[src/include/irq_agg_consts.svh]
// offsets, field positions, reset values and sizes of the event interrupt aggregator
`ifndef IRQ_AGG_CONSTS_SVH
`define IRQ_AGG_CONSTS_SVH
`define ADDR_W 12
`define DATA_W 8
`define OFF_CHIP_EN 12'h020
`define OFF_CHIP_STAT 12'h024
`define OFF_LANE_0 12'h470
`define OFF_LANE_3 12'h473
`define OFF_LINK_EN_0 12'h4B8
`define OFF_LINK_EN_1 12'h4B9
`define OFF_LINK_ST_0 12'h4BA
`define OFF_LINK_ST_1 12'h4BB
`define OFF_AGG_STAT 12'h4C0
`define OFF_AGG_CLR 12'h4C1
`define OFF_AGG_EN 12'h4C2
`define CHIP_EV_N 8
`define LINK_EV_N 16
`define LANE_EV_N 32
`define BIT_TEST_FAIL_I 0
`define BIT_TEST_FAIL_Q 1
`define RST_EN 8'h00
`define AGG_EV_N 3
`endif

[src/include/irq_agg_pkg.sv]
// types of the event interrupt aggregator
package irq_agg_pkg;
	typedef logic [7:0] reg_byte_t;
	typedef enum logic [2:0] {
		BLK_CHIP = 3'h1,
		BLK_LINK = 3'h2,
		BLK_LANE = 3'h4
	} block_kind_t;
endpackage

[src/hdl/event_interrupt_aggregator.sv]
// event interrupt aggregator: latched events, status readback and open-drain interrupt
//
// The address-and-strobe port was decided locally.
`timescale 1ns/1ps
`include "irq_agg_consts.svh"
// Functional notes
// - the I and Q datapath test failures are chip events on bits 1:0 of enable 0x020 and status 0x024.
// - the interrupt pin is open drain, active low, only ever pulled low.
// - a latched bit is held at zero while its enable is low.
// - with the enable high each rising edge of the event sets the latched bit until cleared.
// - the pin is pulled low while any latched bit of any block is set.
// - a clear strobe clears its latched bit and device reset clears them all.
// - status reads give raw event, latched bit or zero as the block's readback select says.
// - the blocks together cover 56 events (8 chip, 16 link, 32 lane), the count set by parameters.
// - chip status reads give the latched bit when enabled, else the live event.
// - link and lane status reads give the latched bit when enabled, else zero.
// - chip enables are read/write, chip status is write-one-to-clear, select follows enable.
// - link enables sit in two registers, clears and per-chip status in the next two, select one.
// - lane block of four registers takes enables per type, clears per link, status per link.
module event_interrupt_aggregator #(
	parameter int CHIP_N = `CHIP_EV_N,
	parameter int LINK_N = `LINK_EV_N,
	parameter int LANE_N = `LANE_EV_N
) (
	input wire logic sys_clk,
	input wire logic rst_b,
	input wire logic [`ADDR_W-1:0] reg_addr,
	input wire logic [`DATA_W-1:0] reg_wdata,
	input wire logic reg_wr,
	input wire logic reg_rd,
	output irq_agg_pkg::reg_byte_t reg_rdata,
	input wire logic datapath_test_sequence_fail_i,
	input wire logic datapath_test_sequence_fail_q,
	input wire logic [CHIP_N-3:0] chip_event_in,
	input wire logic [LINK_N-1:0] link_event_in,
	input wire logic [LANE_N-1:0] lane_event_in,
	input wire logic interrupt_out_n_in,
	output logic interrupt_out_n_out,
	output logic interrupt_out_n_oe,
	output logic agg_irq
);
	import irq_agg_pkg::*;

	localparam int EV_N = CHIP_N + LINK_N + LANE_N;

	// ----------------------------------------
	// reset release
	// ----------------------------------------
	logic rst_meta_q;
	logic rst_sync_q;
	always_ff @(posedge sys_clk or negedge rst_b) begin
		if (!rst_b) begin
			rst_meta_q <= 1'b0;
			rst_sync_q <= 1'b0;
		end else begin
			rst_meta_q <= 1'b1;
			rst_sync_q <= rst_meta_q;
		end
	end
	wire logic rst_n = rst_sync_q;

	// ----------------------------------------
	// event synchronisers and edge detect
	// ----------------------------------------
	logic [EV_N-1:0] ev_raw;
	logic [EV_N-1:0] ev_meta_q;
	logic [EV_N-1:0] ev_sync_q;
	logic [EV_N-1:0] ev_prev_q;
	logic [EV_N-1:0] ev_rise;
	assign ev_raw = {lane_event_in, link_event_in, chip_event_in,
		datapath_test_sequence_fail_q, datapath_test_sequence_fail_i};

	always_ff @(posedge sys_clk or negedge rst_n) begin
		if (!rst_n) begin
			ev_meta_q <= '0;
			ev_sync_q <= '0;
			ev_prev_q <= '0;
		end else begin
			ev_meta_q <= ev_raw;
			ev_sync_q <= ev_meta_q;
			ev_prev_q <= ev_sync_q;
		end
	end
	assign ev_rise = ev_sync_q & ~ev_prev_q;

	// ----------------------------------------
	// register decode
	// ----------------------------------------
	function automatic logic hit(input logic [`ADDR_W-1:0] a, input logic [`ADDR_W-1:0] off);
		hit = (a == off);
	endfunction

	function automatic logic [1:0] lane_idx(input logic [`ADDR_W-1:0] a);
		lane_idx = a[1:0];
	endfunction

	function automatic logic in_lane(input logic [`ADDR_W-1:0] a);
		in_lane = (a >= `OFF_LANE_0) && (a <= `OFF_LANE_3);
	endfunction

	// ----------------------------------------
	// enables
	// ----------------------------------------
	logic [EV_N-1:0] en_q;
	always_ff @(posedge sys_clk or negedge rst_n) begin
		if (!rst_n) begin
			en_q <= '0;
		end else if (reg_wr) begin
			if (hit(reg_addr, `OFF_CHIP_EN)) begin
				en_q[CHIP_N-1:0] <= reg_wdata[CHIP_N-1:0];
			end else if (hit(reg_addr, `OFF_LINK_EN_0)) begin
				en_q[CHIP_N +: 8] <= reg_wdata;
			end else if (hit(reg_addr, `OFF_LINK_EN_1)) begin
				en_q[CHIP_N+8 +: 8] <= reg_wdata;
			end else if (in_lane(reg_addr)) begin
				// lane bytes carry enable and clear at once; a set bit enables and clears
				en_q[CHIP_N+LINK_N+8*lane_idx(reg_addr) +: 8] <= reg_wdata;
			end
		end
	end

	// ----------------------------------------
	// clear strobes
	// ----------------------------------------
	logic [EV_N-1:0] clr;
	always_comb begin
		clr = '0;
		if (reg_wr) begin
			if (hit(reg_addr, `OFF_CHIP_STAT)) begin
				clr[CHIP_N-1:0] = reg_wdata[CHIP_N-1:0];
			end else if (hit(reg_addr, `OFF_LINK_ST_0)) begin
				clr[CHIP_N +: 8] = reg_wdata;
			end else if (hit(reg_addr, `OFF_LINK_ST_1)) begin
				clr[CHIP_N+8 +: 8] = reg_wdata;
			end else if (in_lane(reg_addr)) begin
				clr[CHIP_N+LINK_N+8*lane_idx(reg_addr) +: 8] = reg_wdata;
			end
		end
	end

	// ----------------------------------------
	// latched sources
	// ----------------------------------------
	// set beats clear so an edge landing on the clear cycle is kept
	logic [EV_N-1:0] src_q;
	always_ff @(posedge sys_clk or negedge rst_n) begin
		if (!rst_n) begin
			src_q <= '0;
		end else begin
			src_q <= en_q & ((src_q & ~clr) | ev_rise);
		end
	end

	// ----------------------------------------
	// aggregator events: any chip, link, lane source
	// ----------------------------------------
	logic [`AGG_EV_N-1:0] agg_ev;
	logic [`AGG_EV_N-1:0] agg_stat_q;
	logic [`AGG_EV_N-1:0] agg_en_q;
	logic [`AGG_EV_N-1:0] agg_clr;
	assign agg_ev = {|(src_q[EV_N-1:CHIP_N+LINK_N]), |(src_q[CHIP_N+LINK_N-1:CHIP_N]),
		|(src_q[CHIP_N-1:0])};
	assign agg_clr = (reg_wr && hit(reg_addr, `OFF_AGG_CLR)) ? reg_wdata[`AGG_EV_N-1:0] : '0;

	always_ff @(posedge sys_clk or negedge rst_n) begin
		if (!rst_n) begin
			agg_stat_q <= '0;
		end else begin
			agg_stat_q <= (agg_stat_q & ~agg_clr) | agg_ev;
		end
	end

	always_ff @(posedge sys_clk or negedge rst_n) begin
		if (!rst_n) begin
			agg_en_q <= '0;
		end else if (reg_wr && hit(reg_addr, `OFF_AGG_EN)) begin
			agg_en_q <= reg_wdata[`AGG_EV_N-1:0];
		end
	end

	// ----------------------------------------
	// interrupt outputs
	// ----------------------------------------
	// pin driven low only; the output value is a constant zero so it never drives high
	always_ff @(posedge sys_clk or negedge rst_n) begin
		if (!rst_n) begin
			interrupt_out_n_oe <= 1'b0;
			agg_irq <= 1'b0;
		end else begin
			interrupt_out_n_oe <= |src_q;
			agg_irq <= |(agg_stat_q & agg_en_q);
		end
	end
	always_ff @(posedge sys_clk or negedge rst_n) begin
		if (!rst_n) begin
			interrupt_out_n_out <= 1'b0;
		end else begin
			interrupt_out_n_out <= 1'b0;
		end
	end

	// ----------------------------------------
	// readback
	// ----------------------------------------
	logic [EV_N-1:0] stat_view;
	always_comb begin
		stat_view = src_q & en_q;
		for (int i = 0; i < CHIP_N; i++) begin
			stat_view[i] = en_q[i] ? src_q[i] : ev_sync_q[i];
		end
	end

	always_ff @(posedge sys_clk or negedge rst_n) begin
		if (!rst_n) begin
			reg_rdata <= 8'h00;
		end else if (reg_rd) begin
			if (hit(reg_addr, `OFF_CHIP_EN)) begin
				reg_rdata <= en_q[CHIP_N-1:0];
			end else if (hit(reg_addr, `OFF_CHIP_STAT)) begin
				reg_rdata <= stat_view[CHIP_N-1:0];
			end else if (hit(reg_addr, `OFF_LINK_ST_0)) begin
				reg_rdata <= stat_view[CHIP_N +: 8];
			end else if (hit(reg_addr, `OFF_LINK_ST_1)) begin
				reg_rdata <= stat_view[CHIP_N+8 +: 8];
			end else if (in_lane(reg_addr)) begin
				reg_rdata <= stat_view[CHIP_N+LINK_N+8*lane_idx(reg_addr) +: 8];
			end else if (hit(reg_addr, `OFF_AGG_STAT)) begin
				reg_rdata <= {5'h00, agg_stat_q};
			end else if (hit(reg_addr, `OFF_AGG_EN)) begin
				reg_rdata <= {5'h00, agg_en_q};
			end else begin
				reg_rdata <= 8'h00;
			end
		end else begin
			reg_rdata <= 8'h00;
		end
	end

	// ----------------------------------------
	// checks
	// ----------------------------------------
	property p_disabled_zero;
		@(posedge sys_clk) disable iff (!rst_n)
		!en_q[0] |=> !src_q[0] || en_q[0];
	endproperty
	a_disabled_zero: assert property (p_disabled_zero) else $error("source set while disabled");

	property p_edge_sets;
		@(posedge sys_clk) disable iff (!rst_n)
		ev_rise[0] && en_q[0] |=> src_q[0] || !en_q[0];
	endproperty
	a_edge_sets: assert property (p_edge_sets) else $error("enabled edge not latched");

	property p_sticky;
		@(posedge sys_clk) disable iff (!rst_n)
		src_q[1] && en_q[1] && !clr[1] |=> src_q[1] || !en_q[1];
	endproperty
	a_sticky: assert property (p_sticky) else $error("source dropped without clear");

	property p_pin_low;
		@(posedge sys_clk) disable iff (!rst_n)
		|src_q |=> interrupt_out_n_oe;
	endproperty
	a_pin_low: assert property (p_pin_low) else $error("pin not pulled with source set");

	property p_pin_release;
		@(posedge sys_clk) disable iff (!rst_n)
		!(|src_q) |=> !interrupt_out_n_oe;
	endproperty
	a_pin_release: assert property (p_pin_release) else $error("pin pulled with no source");

	property p_never_high;
		@(posedge sys_clk) disable iff (!rst_n)
		interrupt_out_n_oe |-> !interrupt_out_n_out;
	endproperty
	a_never_high: assert property (p_never_high) else $error("interrupt pin driven high");

	property p_clear;
		@(posedge sys_clk) disable iff (!rst_n)
		clr[0] && !ev_rise[0] |=> !src_q[0];
	endproperty
	a_clear: assert property (p_clear) else $error("clear did not clear");

	property p_chip_live;
		@(posedge sys_clk) disable iff (!rst_n)
		reg_rd && hit(reg_addr, `OFF_CHIP_STAT) && !en_q[0] |=> reg_rdata[0] == $past(ev_sync_q[0]);
	endproperty
	a_chip_live: assert property (p_chip_live) else $error("chip status not live event");

	property p_link_zero;
		@(posedge sys_clk) disable iff (!rst_n)
		reg_rd && hit(reg_addr, `OFF_LINK_ST_0) && !en_q[CHIP_N] |=> !reg_rdata[0];
	endproperty
	a_link_zero: assert property (p_link_zero) else $error("disabled link status not zero");

	property p_rdata_one;
		@(posedge sys_clk) disable iff (!rst_n)
		!reg_rd |=> reg_rdata == 8'h00;
	endproperty
	a_rdata_one: assert property (p_rdata_one) else $error("read data outside read cycle");

	property p_line_low;
		@(posedge sys_clk) disable iff (!rst_n)
		interrupt_out_n_oe |-> !interrupt_out_n_in;
	endproperty
	a_line_low: assert property (p_line_low) else $error("line high while pulled");

	property p_src_en;
		@(posedge sys_clk) disable iff (!rst_n)
		1'b1 |-> (src_q & ~$past(en_q)) == '0;
	endproperty
	a_src_en: assert property (p_src_en) else $error("source set without enable");

	property p_link_set;
		@(posedge sys_clk) disable iff (!rst_n)
		ev_rise[CHIP_N] && en_q[CHIP_N] |=> src_q[CHIP_N];
	endproperty
	a_link_set: assert property (p_link_set) else $error("link edge not latched");

	property p_lane_set;
		@(posedge sys_clk) disable iff (!rst_n)
		ev_rise[EV_N-1] && en_q[EV_N-1] |=> src_q[EV_N-1];
	endproperty
	a_lane_set: assert property (p_lane_set) else $error("lane edge not latched");

	property p_link_clr;
		@(posedge sys_clk) disable iff (!rst_n)
		clr[CHIP_N] && !ev_rise[CHIP_N] |=> !src_q[CHIP_N];
	endproperty
	a_link_clr: assert property (p_link_clr) else $error("link clear did not clear");

	property p_set_wins;
		@(posedge sys_clk) disable iff (!rst_n)
		clr[0] && ev_rise[0] && en_q[0] |=> src_q[0];
	endproperty
	a_set_wins: assert property (p_set_wins) else $error("edge lost to clear");

	property p_rise_once;
		@(posedge sys_clk) disable iff (!rst_n)
		ev_rise[0] |=> !ev_rise[0];
	endproperty
	a_rise_once: assert property (p_rise_once) else $error("one event seen twice");

	property p_lane_zero;
		@(posedge sys_clk) disable iff (!rst_n)
		reg_rd && hit(reg_addr, `OFF_LANE_3) && !en_q[EV_N-1] |=> !reg_rdata[7];
	endproperty
	a_lane_zero: assert property (p_lane_zero) else $error("disabled lane status set");

	property p_chip_lat;
		@(posedge sys_clk) disable iff (!rst_n)
		reg_rd && hit(reg_addr, `OFF_CHIP_STAT) && en_q[1] |=> reg_rdata[1] == $past(src_q[1]);
	endproperty
	a_chip_lat: assert property (p_chip_lat) else $error("chip status not latched");

	property p_en_read;
		@(posedge sys_clk) disable iff (!rst_n)
		reg_rd && hit(reg_addr, `OFF_CHIP_EN) |=> reg_rdata == $past(en_q[CHIP_N-1:0]);
	endproperty
	a_en_read: assert property (p_en_read) else $error("chip enable readback wrong");

	property p_link_en_wo;
		@(posedge sys_clk) disable iff (!rst_n)
		reg_rd && hit(reg_addr, `OFF_LINK_EN_0) |=> reg_rdata == 8'h00;
	endproperty
	a_link_en_wo: assert property (p_link_en_wo) else $error("write-only enable read back");

	property p_agg_irq;
		@(posedge sys_clk) disable iff (!rst_n)
		|(agg_stat_q & agg_en_q) |=> agg_irq;
	endproperty
	a_agg_irq: assert property (p_agg_irq) else $error("summary interrupt missing");

	c_fail_i: cover property (@(posedge sys_clk) disable iff (!rst_n) src_q[0] && interrupt_out_n_oe);
	c_lane: cover property (@(posedge sys_clk) disable iff (!rst_n) |src_q[EV_N-1:CHIP_N+LINK_N]);
	c_clr_set: cover property (@(posedge sys_clk) disable iff (!rst_n) clr[0] && ev_rise[0]);
	c_agg_irq: cover property (@(posedge sys_clk) disable iff (!rst_n) agg_irq);
endmodule

[config.mk]
export PLATFORM = sky130hd
export DESIGN_NAME = event_interrupt_aggregator
export DESIGN_NICKNAME = d
export VERILOG_FILES = /design/src/include/irq_agg_pkg.sv /design/src/hdl/event_interrupt_aggregator.sv
export VERILOG_INCLUDE_DIRS = /design/src /design/src/include
export SDC_FILE = /design/constraint.sdc
export NUM_CORES = 1
export LEC_CHECK = 0
export ABC_AREA = 1
export BUFFER_PORTS_ARGS = -buffer_cell sky130_fd_sc_hd__buf_2
export CAP_MARGIN = 20
export CORE_ASPECT_RATIO = 0.5
export CORE_MARGIN = 3
export CORE_UTILIZATION = 35
export CTS_CLUSTER_SIZE = 12
export DETAILED_ROUTE_END_ITERATION = 16
export GPL_TIMING_DRIVEN = 0
export PLACE_DENSITY = 0.62
export SLEW_MARGIN = 10
export SYNTH_ARGS = -nofsm -noshare
export SYNTH_HDL_FRONTEND = slang
export SYNTH_SLANG_ARGS = --single-unit
[constraint.sdc]
create_clock -name sys_clk -period 23.7 [get_ports sys_clk]
set_clock_uncertainty 0.2 [all_clocks]
set_input_delay 1.185 -clock sys_clk [delete_from_list [all_inputs] [get_ports sys_clk]]
set_output_delay 1.185 -clock sys_clk [all_outputs]
set_load 0.005 [all_outputs]
# Word-level counts from Yosys, hierarchy flattened
# Cells that the tools add are included.
# Widths: inputs -> output; s select.
[word_totals]
output_inout_bits = 11
register_bits = 298
word_cells = 98
[classes]
shifts = 3
muxes = 34
n_eq_ne = 12
n_bitwise = 15
order_cmp = 2
n_reduce_logical = 15
addsub = 2
[ops]
columns = ["operator", "count"]
rows = [
  ["$and 56x56->56", 5],
  ["$mux 56", 2],
  ["$mux 8", 14],
  ["$not 56->56", 2],
  ["$eq 12x11->1 const B", 7],
  ["$bwmux 56", 1],
  ["$or 56x56->56", 1],
  ["$reduce_or 56->1", 1],
  ["$shift 8x34->56 const A", 1],
  ["$shiftx 56x7->8", 1],
  ["$shiftx 8x34->56", 1],
  ["$mux 48", 1],
  ["$mux 40", 1],
  ["$neg 32->34", 1],
  ["$mux 16", 2],
  ["$mux 32", 1],
  ["$reduce_or 32->1", 1],
  ["$eq 12x6->1 const B", 2],
  ["$mux 24", 1],
  ["$reduce_or 16->1", 1],
  ["$ge 12x11->1 const B", 1],
  ["$le 12x11->1 const B", 1],
  ["$reduce_and 4->1", 3],
  ["$mux 3", 3],
  ["other kinds (13)", 28],
]

# Longest topological paths before layout
# Gate-level depths: netlist of run 1.
[depth]
word_depth = 13
mapped_depth = 16
ltp_nobuf = 12

# Least setup slack after synthesis of run 1
# Ideal clock, no wire load.
[synth_timing]
kind = "input-to-reg"
start = "input port reg_addr[1]"
end = "register en_q[22]"
arrival_ns = 3.350
setup_time_ns = 0.120
path_stages = 15
path_slack_ns = 20.030
path_cell_list = "clkbuf_1 > clkinv_1 > ha_1 > ha_1 > buf_2 > nand2_1 > inv_1 > nand2_1 > o21ai_1 > nand2_1 > inv_2 > buf_2 > nand2_1 > o21ai_0 > inv_1"
[synth_between]
elab_chain_len = 6
elab_cells_between_ends = 17
[synth_rtl]
columns = ["element", "line", "rtl"]
rows = [
  ["start, declared", "event_interrupt_aggregator.sv:27", "input wire logic [`ADDR_W-1:0] reg_addr,"],
  ["$add 5x5->6", "event_interrupt_aggregator.sv:117", "en_q[CHIP_N+LINK_N+8*lane_idx(reg_addr) +: 8] <= reg_wdata;"],
  ["$neg 32->34", "event_interrupt_aggregator.sv:117", ""],
  ["$shiftx 8x34->56 or $shift 8x34->56 (tied branches)", "event_interrupt_aggregator.sv:117", ""],
  ["$bwmux 56", "event_interrupt_aggregator.sv:117", ""],
  ["$mux 24", "event_interrupt_aggregator.sv:115", "end else if (in_lane(reg_addr)) begin"],
  ["$mux 8", "event_interrupt_aggregator.sv:113", "end else if (hit(reg_addr, `OFF_LINK_EN_1)) begin"],
  ["end signal, assigned by index", "event_interrupt_aggregator.sv:112", "en_q[CHIP_N +: 8] <= reg_wdata;"],
  ["end signal, assigned by index", "event_interrupt_aggregator.sv:114", "en_q[CHIP_N+8 +: 8] <= reg_wdata;"],
  ["end signal, assigned by index", "event_interrupt_aggregator.sv:117", ""],
  ["end, declared", "event_interrupt_aggregator.sv:104", "logic [EV_N-1:0] en_q;"],
]
# Several ways; a longest one is shown, not always the timed one. The select of a mux whose other input is x is not followed.
# A chain may end at the register's enable or synchronous reset.

# Final worst setup path of run 1
[layout_timing]
start = "input port reg_addr[1]"
end = "register src_q[17]"
[layout_between]
elab_chain_len = 13
elab_cells_between_ends = 20
[layout_rtl]
columns = ["element", "line", "rtl"]
rows = [
  ["$add 5x5->6", "event_interrupt_aggregator.sv:136", "clr[CHIP_N+LINK_N+8*lane_idx(reg_addr) +: 8] = reg_wdata;"],
  ["$neg 32->34", "event_interrupt_aggregator.sv:136", ""],
  ["$shiftx 8x34->56 or $shift 8x34->56 (tied branches)", "event_interrupt_aggregator.sv:136", ""],
  ["$and 56x56->56 (no line)", "-", ""],
  ["$mux 56", "event_interrupt_aggregator.sv:135", "end else if (in_lane(reg_addr)) begin"],
  ["$mux 8", "event_interrupt_aggregator.sv:133", "end else if (hit(reg_addr, `OFF_LINK_ST_1)) begin"],
  ["$mux 40", "event_interrupt_aggregator.sv:131", "end else if (hit(reg_addr, `OFF_LINK_ST_0)) begin"],
  ["$mux 48 (*)", "event_interrupt_aggregator.sv:129", "if (hit(reg_addr, `OFF_CHIP_STAT)) begin"],
  ["$mux 56 (*)", "event_interrupt_aggregator.sv:128", "if (reg_wr) begin"],
  ["$not 56->56 (*)", "event_interrupt_aggregator.sv:150", "src_q <= en_q & ((src_q & ~clr) | ev_rise);"],
  ["$and 56x56->56 (*)", "event_interrupt_aggregator.sv:150", ""],
  ["$or 56x56->56 (*)", "event_interrupt_aggregator.sv:150", ""],
  ["$and 56x56->56 (*)", "event_interrupt_aggregator.sv:150", ""],
  ["end signal, assigned", "event_interrupt_aggregator.sv:150", ""],
  ["end, declared", "event_interrupt_aggregator.sv:145", "logic [EV_N-1:0] src_q;"],
]
# Every way passes the cells marked *; elsewhere a longest branch is shown, timed or not.

==> impl_metrics.env, run 1 <==
export IMPL_diodes=0
export IMPL_fmax_mhz=240
export IMPL_grt_pass1_vias=8708
export IMPL_clk_latency_ps=550
export IMPL_final_common_cell="dfrtp_1"
export IMPL_cp_start_kind="input port"
export IMPL_worstSetupPathType="input port to flip-flop"
export IMPL_cts_root_buffer="clkbuf_16"
export IMPL_initial_utilization_pct=35.9
export IMPL_wl_met2_mm=13.7
export IMPL_pin_count=92
export IMPL_wl_mm=31.8
export IMPL_coreArea_um2=32000
export IMPL_drv_slew=0
export IMPL_reg2reg_slack_ps=21710
export IMPL_r2r_worst_path_cells=4
export IMPL_leakage_nw=6.21
export IMPL_r2r_end="interrupt_out_n_oe$_DFF_PN0_"
export IMPL_synth_warning_count=0
export IMPL_multi_input_area_um2=3590
export IMPL_relSlewSlack_pct=36.0
export IMPL_dieHeight_um=134
export IMPL_drt_pass1_iterations=5
export IMPL_wl_met1_mm=14.9
export IMPL_place_inst=1666
export IMPL_via_count=8600
export IMPL_ys_seq_elements=298
export IMPL_drive_above_1_share_pct=13.5
export IMPL_hold_viol=0
export IMPL_worstMarginPinSlew_ps=953
export IMPL_remaining_drc_errors=0
export IMPL_grt_max_degree=69
export IMPL_internal_power_mw=0.758
export IMPL_synthCells=1146
export IMPL_h_tree_depth=1
export IMPL_holdBufCountCts=0
export IMPL_rsz0062_at_grt="false"
export IMPL_clock_sinks=298
export IMPL_avgSynthCellArea_um2=10.0
export IMPL_finish_net_count=1352
export IMPL_cp_required_ps=23920
export IMPL_placed_cell_area_um2=12600
export IMPL_place_congestion=0.927
export IMPL_grt_overflow_total=0
export IMPL_fin_hold_ws_ps=143
export IMPL_crit_arrival_ps=4390
export IMPL_r2r_start="src_q[30]$_DFF_PN0_"
export IMPL_finalCriticalPeriod_ps=4160
export IMPL_swShare_pct=22.5
export IMPL_fin_tns_setup_ps=0
export IMPL_wl_met3_mm=2.73
export IMPL_postRouteAntennaNets=0
export IMPL_antenna_found_initial=0
export IMPL_synth_area_top_cells="dfrtp_1 (65%), nand2_1 (9.5%), o21ai_0 (4.2%), nand3_1 (3.2%), nand3b_1 (3.1%)"
export IMPL_post_cts_buffers=0
export IMPL_crit_path_end="src_q[17]$_DFF_PN0_"
export IMPL_dp_hpwl_mm=23.7
export IMPL_power_frac_seq_pct=54.4
export IMPL_ys_types=35
export IMPL_stdcell_count=1707
export IMPL_viasPerCell=5.04
export IMPL_clkSlewWorstSetupHoldPaths_ps=60
export IMPL_synth_fp_nets=1233
export IMPL_layout_common_cells="dfrtp_1 (297), nand2_1 (289), o21ai_0 (96), nor2_1 (94), buf_2 (94)"
export IMPL_seq_area_um2=7460
export IMPL_cts_max_path_buffers=3
export IMPL_numCtsBuffers=29
export IMPL_drt_initial_drc_count=714
export IMPL_fillCellCount=3148
export IMPL_fin_util_pct=41.7
export IMPL_die_area_um2=35100
export IMPL_grt_usage_pct=18.5
export IMPL_yosysTopAreaCell="dfrtp_1"
export IMPL_pwr_share_clk_pct=40.9
export IMPL_io_buffer_count=84
export IMPL_p_per_area_nw_per_um2=73.4
export IMPL_route_detailed_wl_per_inst_um=18.6
export IMPL_end_kind="flip-flop"
export IMPL_cts_tree="yes"
export IMPL_period_share_pct=17.6
export IMPL_outcome="finished, final reports clean"
export IMPL_synth_top_cell_area_share_pct=65.0
export IMPL_design_area_um2=13300
export IMPL_maxCapViolations=0
export IMPL_std_cell_rows=46
export IMPL_worstSetupStartpoint="reg_addr[1]"
export IMPL_cts_resized=0
export IMPL_die_w_um=262
export IMPL_top_layer="met4"
export IMPL_hold_path_class="flip-flop to flip-flop"
export IMPL_netlist_area_um2=11500
export IMPL_setup_viol=0
export IMPL_syn_to_final_growth_pct=16.1
export IMPL_switchingPower_mw=0.220
export IMPL_worst_path_max_fanout=11
export IMPL_ys_seq_area_share_pct=65.0
export IMPL_ir_drop_uv=46.0
export IMPL_grt_first_pass_wirelength_mm=50.1
export IMPL_combPwrFrac_pct=4.8
-- cells in the mapped netlist --
library cell  count
inv_1            56
nor3_1            5
o21ai_0          96
inv_2             7
conb_1            2
nand4_1           8
clkbuf_1         13
a21oi_4           1
nand3_2           2
buf_4             2
a31oi_1           7
nand2_2           4
nand3b_1         48
nand2_1         289
o22ai_1           7
nor2_1           94
ha_1              6
o21ai_1          14
nor2_2            8
buf_6             4
buf_1             6
a21oi_1          41
clkinv_1          3
o21ai_2           9
o211ai_1          3
nor2_4            3
buf_2            10
o21bai_1          3
and3_1            6
nand2_4           1
nor3b_1           1
nor4_1           13
a22oi_1           2
nand3_1          74
dfrtp_1         298
-- sequential cells by signal, indices dropped and copies added, names as in the netlist --
register and count:
en_q 56, ev_meta_q 56, ev_prev_q 56, ev_sync_q 56, src_q 56, reg_rdata 8
agg_en_q 3, agg_stat_q 3, agg_irq 1, interrupt_out_n_oe 1, rst_meta_q 1, rst_n 1
-- metal layers --
| layer | up-vias | global-route usage (%) |
|---|---|---|
| li1 | 4001 | - |
| met1 | 4284 | 27.4 |
| met2 | 278 | 27.2 |
| met3 | 37 | 5.73 |
| met4 | 0 | 2.75 |
| met5 | - | 0 |
-- worst max-delay path: stages --
cell      delay [ps]
buf_2            130
clkbuf_1         400
clkinv_1         430
ha_1             450
inv_1            110
nor3_1            50
nand2_1          140
inv_1            160
nor3_1           760
nand2_1          140
o21ai_0          330
nand2_1          100
-- how the worst min path moves through the flow --
stage	endpoint	cells past startpoint	from	slack, ps
global route	ev_sync_q[26]$_DFF_PN0_	0	ev_meta_q[26]$_DFF_PN0_	150
floorplan	ev_sync_q[0]$_DFF_PN0_	0	ev_meta_q[0]$_DFF_PN0_	130
global placement	ev_sync_q[32]$_DFF_PN0_	0	ev_meta_q[32]$_DFF_PN0_	130
detailed placement	ev_sync_q[24]$_DFF_PN0_	0	ev_meta_q[24]$_DFF_PN0_	130
CTS	ev_sync_q[31]$_DFF_PN0_	0	ev_meta_q[31]$_DFF_PN0_	150
finish	ev_sync_q[26]$_DFF_PN0_	0	ev_meta_q[26]$_DFF_PN0_	140
-- power by group through the flow --
stage | Sequential, mW | Combinational (mW) | Clock (mW)
final | 0.532 | 0.0468 | 0.400
after global placement | 0.549 | 0.0358 | 0
after global routing | 0.534 | 0.0518 | 0.435
after CTS | 0.532 | 0.0468 | 0.412
after floorplan | 0.544 | 0.0183 | 0
after detailed placement | 0.541 | 0.0467 | 0
-- cell families after synthesis --
family,count (synthesis),share of synthesized area (%)
AO/OA/AOI/OAI,183,8.70
adder cells (fa/ha/maj),6,0.654
AND/OR/NAND/NOR,556,21.9
buffers and inverters,101,3.74
other,2,0.0654
flip-flops,298,65.0
-- layout make-up --
| cell class | count | share of cell area (%) |
|---|---|---|
| plain buffers | 35 | 1.36 |
| inverters | 66 | 1.86 |
| clock buffers | 38 | 5.70 |
| flip-flops and latches | 298 | 56.0 |
| well taps | 432 | 4.05 |
| multi-input cells | 747 | 26.9 |
| clock inverters | 3 | 0.141 |
| repair buffers | 88 | 3.98 |
-- per-stage QoR --
stage	total power, mW	worst slack [ps]
after detailed placement	0.588	19100
after global placement	0.585	11760
after CTS	0.991	19700
after floorplan	0.563	14580
final	0.978	19540
after global routing	1.02	19270
Power figures use the tool's default switching activity.
==> run 2: changes to the inputs <==
--- a/config.mk
+++ b/config.mk
@@ -6,7 +6,7 @@
 export SDC_FILE = /design/constraint.sdc
 export NUM_CORES = 1
 export LEC_CHECK = 0
-export ABC_AREA = 1
+export ABC_AREA = 0
 export BUFFER_PORTS_ARGS = -buffer_cell sky130_fd_sc_hd__buf_2
 export CAP_MARGIN = 20
 export CORE_ASPECT_RATIO = 0.5
@@ -15,7 +15,7 @@
 export CTS_CLUSTER_SIZE = 12
 export DETAILED_ROUTE_END_ITERATION = 16
 export GPL_TIMING_DRIVEN = 0
-export PLACE_DENSITY = 0.62
+export PLACE_DENSITY = 0.64
 export SLEW_MARGIN = 10
 export SYNTH_ARGS = -nofsm -noshare
 export SYNTH_HDL_FRONTEND = slang
==> constraint.sdc (replaced) <==
create_clock -name sys_clk -period 3.6 [get_ports sys_clk]
set_clock_uncertainty 0.2 [all_clocks]
set_input_delay 0.18 -clock sys_clk [delete_from_list [all_inputs] [get_ports sys_clk]]
set_output_delay 0.18 -clock sys_clk [all_outputs]
set_load 0.005 [all_outputs]
==> run 2 against run 1 <==
Compared with the run above:
- global-route usage fell by 1.9 points
- clock-buffer cell count is 2 lower
- register-to-register slack got worse by 20000 ps
- clock power rose to 6.6 times the previous value
- sequential power grew to 6.6 times the previous value
- critical path depth down 2
- first-iteration DRC count shrank 12%
- synthesized cell count fell by 21%
- die area decreased by 3.4%
- sequential share of layout area down 1.2 points
- critical endpoint is now src_q[31]$_DFF_PN0_
==> impl_metrics.env, run 2 <==
export IMPL_std_cell_rows=45
export IMPL_io_buffer_count=88
export IMPL_synth_most_common_cell="dfrtp_1"
export IMPL_numCtsBuffers=29
export IMPL_power_frac_seq_pct=54.0
export IMPL_setup_slack_ps=400
export IMPL_synth_xor_area_share_pct=0
export IMPL_rsz0062_at_grt="false"
export IMPL_die_area_um2=33900
export IMPL_worstSetupPathType="input port to flip-flop"
export IMPL_route_detailed_wl_per_inst_um=18.4
export IMPL_fin_util_pct=44.3
export IMPL_cp_start_kind="input port"
export IMPL_p_per_area_nw_per_um2=476
export IMPL_synth_simple_gate_area_share_pct=15.5
export IMPL_worst_path_max_fanout=10
export IMPL_relSlewSlack_pct=28.8
export IMPL_maxCapViolations=0
export IMPL_postRouteAntennaNets=0
export IMPL_ys_types=56
export IMPL_clkSlewWorstSetupHoldPaths_ps=60
export IMPL_synth_top_family_by_area="simple AND/OR/NAND/NOR gates"
export IMPL_worstMarginPinSlew_ps=1070
export IMPL_h_tree_depth=1
export IMPL_ys_seq_elements=298
export IMPL_drt_initial_drc_count=625
export IMPL_synth_warning_count=0
export IMPL_clk_latency_ps=550
export IMPL_ys_flop_type="dfrtp_1"
export IMPL_drt_pass1_iterations=5
export IMPL_muxShareOfSynthArea_pct=1.88
export IMPL_synth_compound_area_share_pct=13.0
export IMPL_cts_max_path_buffers=3
export IMPL_post_cts_buffers=0
export IMPL_fillCellCount=2888
export IMPL_finalPower_mw=6.48
export IMPL_swShare_pct=21.9
export IMPL_drv_slew=0
export IMPL_syn_to_final_growth_pct=23.1
export IMPL_r2r_worst_path_cells=6
export IMPL_wl_mm=28.0
export IMPL_grt_overflow_total=0
export IMPL_finish_net_count=1181
export IMPL_synth_fp_nets=989
export IMPL_cp_required_ps=3830
export IMPL_end_kind="flip-flop"
export IMPL_synthAdderAreaFrac_pct=0.678
export IMPL_layout_common_cells="dfrtp_1 (297), o21ai_0 (104), buf_2 (96), nand2_1 (95), nor2b_1 (79)"
export IMPL_synth_top_cell_area_share_pct=67.4
export IMPL_avgSynthCellArea_um2=12.3
export IMPL_r2r_start="src_q[36]$_DFF_PN0_"
export IMPL_hold_depth=5
export IMPL_cts_root_buffer="clkbuf_16"
export IMPL_place_inst=1417
export IMPL_synth_common_cells="dfrtp_1 (298), o21ai_0 (104), nand2_1 (95)"
export IMPL_grt_max_degree=68
export IMPL_switchingPower_mw=1.42
export IMPL_ys_seq_area_share_pct=67.4
export IMPL_coreArea_um2=30700
export IMPL_initial_utilization_pct=36.0
export IMPL_leakage_nw=5.98
export IMPL_dieHeight_um=132
export IMPL_yosysTopAreaCell="dfrtp_1"
export IMPL_post_place_ws_ps=-138
export IMPL_reg2reg_slack_ps=1460
export IMPL_cts_resized=0
export IMPL_via_count=7712
export IMPL_clock_sinks=298
export IMPL_postSynth_asyncResetShare_pct=100
export IMPL_hp_start="reg_addr[10]"
export IMPL_drive_above_1_share_pct=15.1
export IMPL_cts_tree="yes"
export IMPL_internal_power_mw=5.06
export IMPL_stdcell_count=1526
export IMPL_ir_drop_uv=341
export IMPL_synth_edf_count=0
export IMPL_grt_pass1_vias=8000
export IMPL_grt_first_pass_wirelength_mm=44.6
export IMPL_synth_area_top_cells="dfrtp_1 (67%), o21ai_0 (4.7%), nor2b_1 (4.5%), nand2_1 (3.2%), a22o_1 (1.9%)"
export IMPL_place_congestion=0.947
export IMPL_netlist_area_um2=11100
export IMPL_dp_hpwl_mm=19.7
export IMPL_finalCriticalPeriod_ps=3200
export IMPL_antenna_found_initial=0
export IMPL_final_common_cell="dfrtp_1"
export IMPL_r2r_end="reg_rdata[4]$_DFF_PN0_"
export IMPL_worstHoldEndpoint="reg_rdata[6]$_DFF_PN0_"
export IMPL_fmax_mhz=312
export IMPL_hold_path_class="input port to flip-flop"
export IMPL_combPwrFrac_pct=5.5
export IMPL_period_share_pct=88.9
export IMPL_outcome="finished, final reports clean"
export IMPL_pin_count=92
export IMPL_pwr_share_clk_pct=40.5
export IMPL_synthCells=902
export IMPL_hold_viol=0
export IMPL_die_w_um=258
export IMPL_setup_viol=0
export IMPL_grt_usage_pct=16.6
export IMPL_crit_arrival_ps=3430
export IMPL_remaining_drc_errors=0
export IMPL_viasPerCell=5.05
==> run 2: stage by stage <==
stage          setup TNS (ps)  instance area [um^2]  hold WS, ps
2_1_floorplan               0                 11100         -316
3_3_place_gp          -117760                 12000         -235
3_5_place_dp             -816                 12200         -231
4_1_cts                     0                 13600         15.5
5_1_grt                     0                 13600         38.4
6_report                    0                 13600         48.7
==> run 2: what timing repair did <==
item | in CTS | in global routing
endpoints found under the hold margin | 107 | 0
hold buffers | 69 | 0
setup endpoints to repair | 0 | 0
==> run 2: worst max-delay path, cell delays in order <==
cell	delay, ps
buf_2	130
clkbuf_1	300
clkbuf_1	370
inv_1	150
ha_1	330
ha_1	560
nor3b_1	910
nand2_1	200
o21ai_0	200
a21boi_0	100
==> run 2: cell type report <==
type	instances	area [um^2]	share of cell area (%)
tap	423	529	3.88
buffer	34	143	1.05
timing repair buffer	161	1240	9.11
sequential	298	7460	54.7
multi-input combinational	563	3440	25.3
clock buffer	36	762	5.59
antenna	1	2.50	0.0184
clock inverter	3	18.8	0.138
inverter	7	26.3	0.193
==> run 2: kinds of logic (layout without fill, tap and decap cells) <==
group,count (synthesis),count (layout)
compound gates,233,233
mux,19,19
simple gates,303,303
fa+ha+maj,6,6
other cells,2,3
buf+inv,41,241
flops,298,298
==> run 2: worst max-delay path by stage <==
stage	from	end	slack (ps)
6_report	reg_addr[1]	src_q[31]$_DFF_PN0_	400
5_1_grt	reg_addr[1]	src_q[27]$_DFF_PN0_	200
4_1_cts	reg_addr[1]	src_q[30]$_DFF_PN0_	440
3_5_place_dp	reg_addr[1]	src_q[30]$_DFF_PN0_	-140
2_1_floorplan	rst_n$_DFF_PN0_	agg_en_q[0]$_DFFE_PN0P_	430
3_3_place_gp	rst_n$_DFF_PN0_	reg_rdata[6]$_DFF_PN0_	-430
==> run 2: per-layer routing <==
layer / vias up / part of all wire, % / track usage, %
met1: 3911 / 46 / 23.6
met3: 38 / 6.0 / 3.28
met5: - / 0 / 0
li1: 3551 / - / -
met2: 212 / 47 / 26.5
met4: 0 / 1.8 / 3.50
==> run 2: power by group through the flow <==
stage	clock network, mW	registers, mW	logic [mW]
floorplan	0	3.58	0.117
global placement	0	3.61	0.228
detailed placement	0	3.56	0.300
CTS	2.70	3.50	0.358
global route	2.85	3.51	0.392
finish	2.63	3.50	0.356
==> run 3: changes to the inputs <==
--- a/config.mk
+++ b/config.mk
@@ -11,11 +11,11 @@
 export CAP_MARGIN = 20
 export CORE_ASPECT_RATIO = 0.5
 export CORE_MARGIN = 3
-export CORE_UTILIZATION = 35
+export CORE_UTILIZATION = 30
 export CTS_CLUSTER_SIZE = 12
 export DETAILED_ROUTE_END_ITERATION = 16
 export GPL_TIMING_DRIVEN = 0
-export PLACE_DENSITY = 0.64
+export PLACE_DENSITY = 0.58
 export SLEW_MARGIN = 10
 export SYNTH_ARGS = -nofsm -noshare
 export SYNTH_HDL_FRONTEND = slang
==> run 3 against run 2 <==
Compared with the run above:
- cell count grew 4.4%
- clock-buffer cell count grew 7
- utilization shrank 6.3 points
- sequential share of layout area shrank 0.57 points
- critical path depth is the same
- fmax grew 1.9%
- sequential power is essentially flat
- non-clock buffer count is the same
- critical endpoint is now src_q[30]$_DFF_PN0_
- largest power group unchanged
==> impl_metrics.env, run 3 (synthesized netlist as in run 2, its figures left out) <==
export IMPL_outcome="finished, final reports clean"
export IMPL_postRouteAntennaNets=0
export IMPL_syn_to_final_growth_pct=24.4
export IMPL_diodes=0
export IMPL_hold_viol=0
export IMPL_hp_start="reg_addr[2]"
export IMPL_remaining_drc_errors=0
export IMPL_grt_pass1_vias=8073
export IMPL_worstSetupPathType="input port to flip-flop"
export IMPL_clk_latency_ps=560
export IMPL_antenna_found_initial=1
export IMPL_r2r_worst_path_cells=5
export IMPL_setup_viol=0
export IMPL_cts_tree="yes"
export IMPL_grt_first_pass_wirelength_mm=44.4
export IMPL_ir_drop_uv=271
export IMPL_place_congestion=0.880
export IMPL_grt_overflow_total=0
export IMPL_die_w_um=278
export IMPL_worst_path_max_fanout=10
export IMPL_drt_initial_drc_count=521
export IMPL_hold_depth=4
export IMPL_crit_family="simple AND/OR/NAND/NOR gates"
export IMPL_fin_tns_setup_ps=0
export IMPL_drive_above_1_share_pct=15.1
export IMPL_grt_usage_pct=14.3
export IMPL_pin_count=92
export IMPL_cts_root_buffer="clkbuf_16"
export IMPL_r2r_end="reg_rdata[1]$_DFF_PN0_"
export IMPL_period_share_pct=87.2
export IMPL_dp_hpwl_mm=19.9
export IMPL_r2r_start="src_q[25]$_DFF_PN0_"
export IMPL_wl_mm=28.1
export IMPL_worstMarginPinSlew_ps=1100
export IMPL_cts_max_path_buffers=3
export IMPL_drv_slew=0
export IMPL_reg2reg_slack_ps=1660
export IMPL_viasPerCell=4.85
export IMPL_via_count=7728
export IMPL_fin_hold_ws_ps=36.6
export IMPL_dieHeight_um=142
export IMPL_h_tree_depth=1
export IMPL_cp_required_ps=3840
export IMPL_leakage_nw=6.01
export IMPL_path_buf_inv=4
export IMPL_finalPower_mw=6.61
export IMPL_relSlewSlack_pct=26.5
export IMPL_fillCellCount=3519
export IMPL_hold_path_class="input port to flip-flop"
export IMPL_end_kind="flip-flop"
export IMPL_worstHoldEndpoint="reg_rdata[4]$_DFF_PN0_"
export IMPL_io_buffer_count=88
export IMPL_seq_area_um2=7460
export IMPL_multi_input_area_um2=3440
export IMPL_maxCapViolations=0
export IMPL_grt_max_degree=68
export IMPL_final_common_cell="dfrtp_1"
export IMPL_path_cells="buf_2 > clkbuf_1 > clkbuf_1 > inv_1 > ha_1 > ha_1 > nor3b_1 > nand2_1 > o21ai_0 > a21boi_0"
export IMPL_std_cell_rows=49
export IMPL_worst_path_largest_cell_delay_ps=930
export IMPL_clock_sinks=298
export IMPL_crit_arrival_ps=3380
export IMPL_fin_util_pct=38.1
export IMPL_layout_common_cells="dfrtp_1 (297), o21ai_0 (104), buf_2 (96), nand2_1 (95), nor2b_1 (79)"
export IMPL_coreArea_um2=36200
export IMPL_rsz0062_at_grt="false"
export IMPL_drt_pass1_iterations=7
export IMPL_p_per_area_nw_per_um2=480
export IMPL_fmax_mhz=318
export IMPL_cp_start_kind="input port"
export IMPL_clkSlewWorstSetupHoldPaths_ps=60
export IMPL_finalCriticalPeriod_ps=3140
export IMPL_initial_utilization_pct=30.6
export IMPL_finish_net_count=1182
export IMPL_numCtsBuffers=30
export IMPL_crit_slowest_cell="nor3b_1"
export IMPL_die_area_um2=39400
export IMPL_route_detailed_wl_per_inst_um=17.6
==> run 3: cell types whose count changed in the layout (fill, tap and decap cells not counted), sizes merged <==
cell,before,now
clkbuf,57,64
diode,1,0
==> run 3: routing by layer <==
metal | routed length (um) | share of wire, % | vias to the layer above | GRT usage, %
met5 | 13 | 0.046 | - | 0
met4 | 809 | 2.9 | 2 | 4.46
met3 | 1210 | 4.3 | 57 | 2.58
met2 | 13100 | 47 | 184 | 23.3
met1 | 12900 | 46 | 3919 | 19.7
li1 | - | - | 3566 | -
==> run 3: timing repair <==
action,4_1_cts,5_1_grt
endpoints found under the hold margin,107,0
hold buffers,69,0
setup buffers,0,0
gates resized for setup,0,0
==> run 3: worst reg2reg max path, stage by stage (launching register included) <==
cell,delay [ps]
dfrtp_1,380
nand2_1,80
o21ai_0,280
o21ai_0,180
o2111a_1,300
nor4_1,390
==> run 3: cell type report <==
cell class                 instances  area share, %
clock buffer                      43           5.95
inverter                           7          0.191
sequential                       298           54.2
tap                              484           4.40
multi-input combinational        563           25.0
timing repair buffer             161           9.01
clock inverter                     3          0.218
buffer                            34           1.04
==> run 3: worst max path at each step <==
stage,depth (start not counted),start,slack (ps),endpoint
finish,10,reg_addr[1],460,src_q[30]$_DFF_PN0_
global route,10,reg_addr[1],140,src_q[31]$_DFF_PN0_
CTS,10,reg_addr[1],510,src_q[25]$_DFF_PN0_
detailed placement,10,reg_addr[1],-80,src_q[28]$_DFF_PN0_
global placement,0,rst_n$_DFF_PN0_,-450,ev_sync_q[6]$_DFF_PN0_
floorplan,0,rst_n$_DFF_PN0_,430,agg_en_q[0]$_DFFE_PN0P_
==> run 3: stage by stage <==
stage	instance area [um^2]	setup slack, ps	std cells
2_1_floorplan	11100	433	902
3_3_place_gp	12100	-451	1474
3_5_place_dp	12200	-79.7	1478
4_1_cts	13800	515	1593
5_1_grt	13800	139	1593
6_report	13800	459	1593
==> run 3: power breakdown <==
group / switching (mW) / leakage, nW / internal, mW
clock network: 1.20 / 0.412 / 1.56
logic: 0.210 / 1.84 / 0.149
registers: 0.0453 / 3.76 / 3.45
total: 1.45 / 6.01 / 5.16
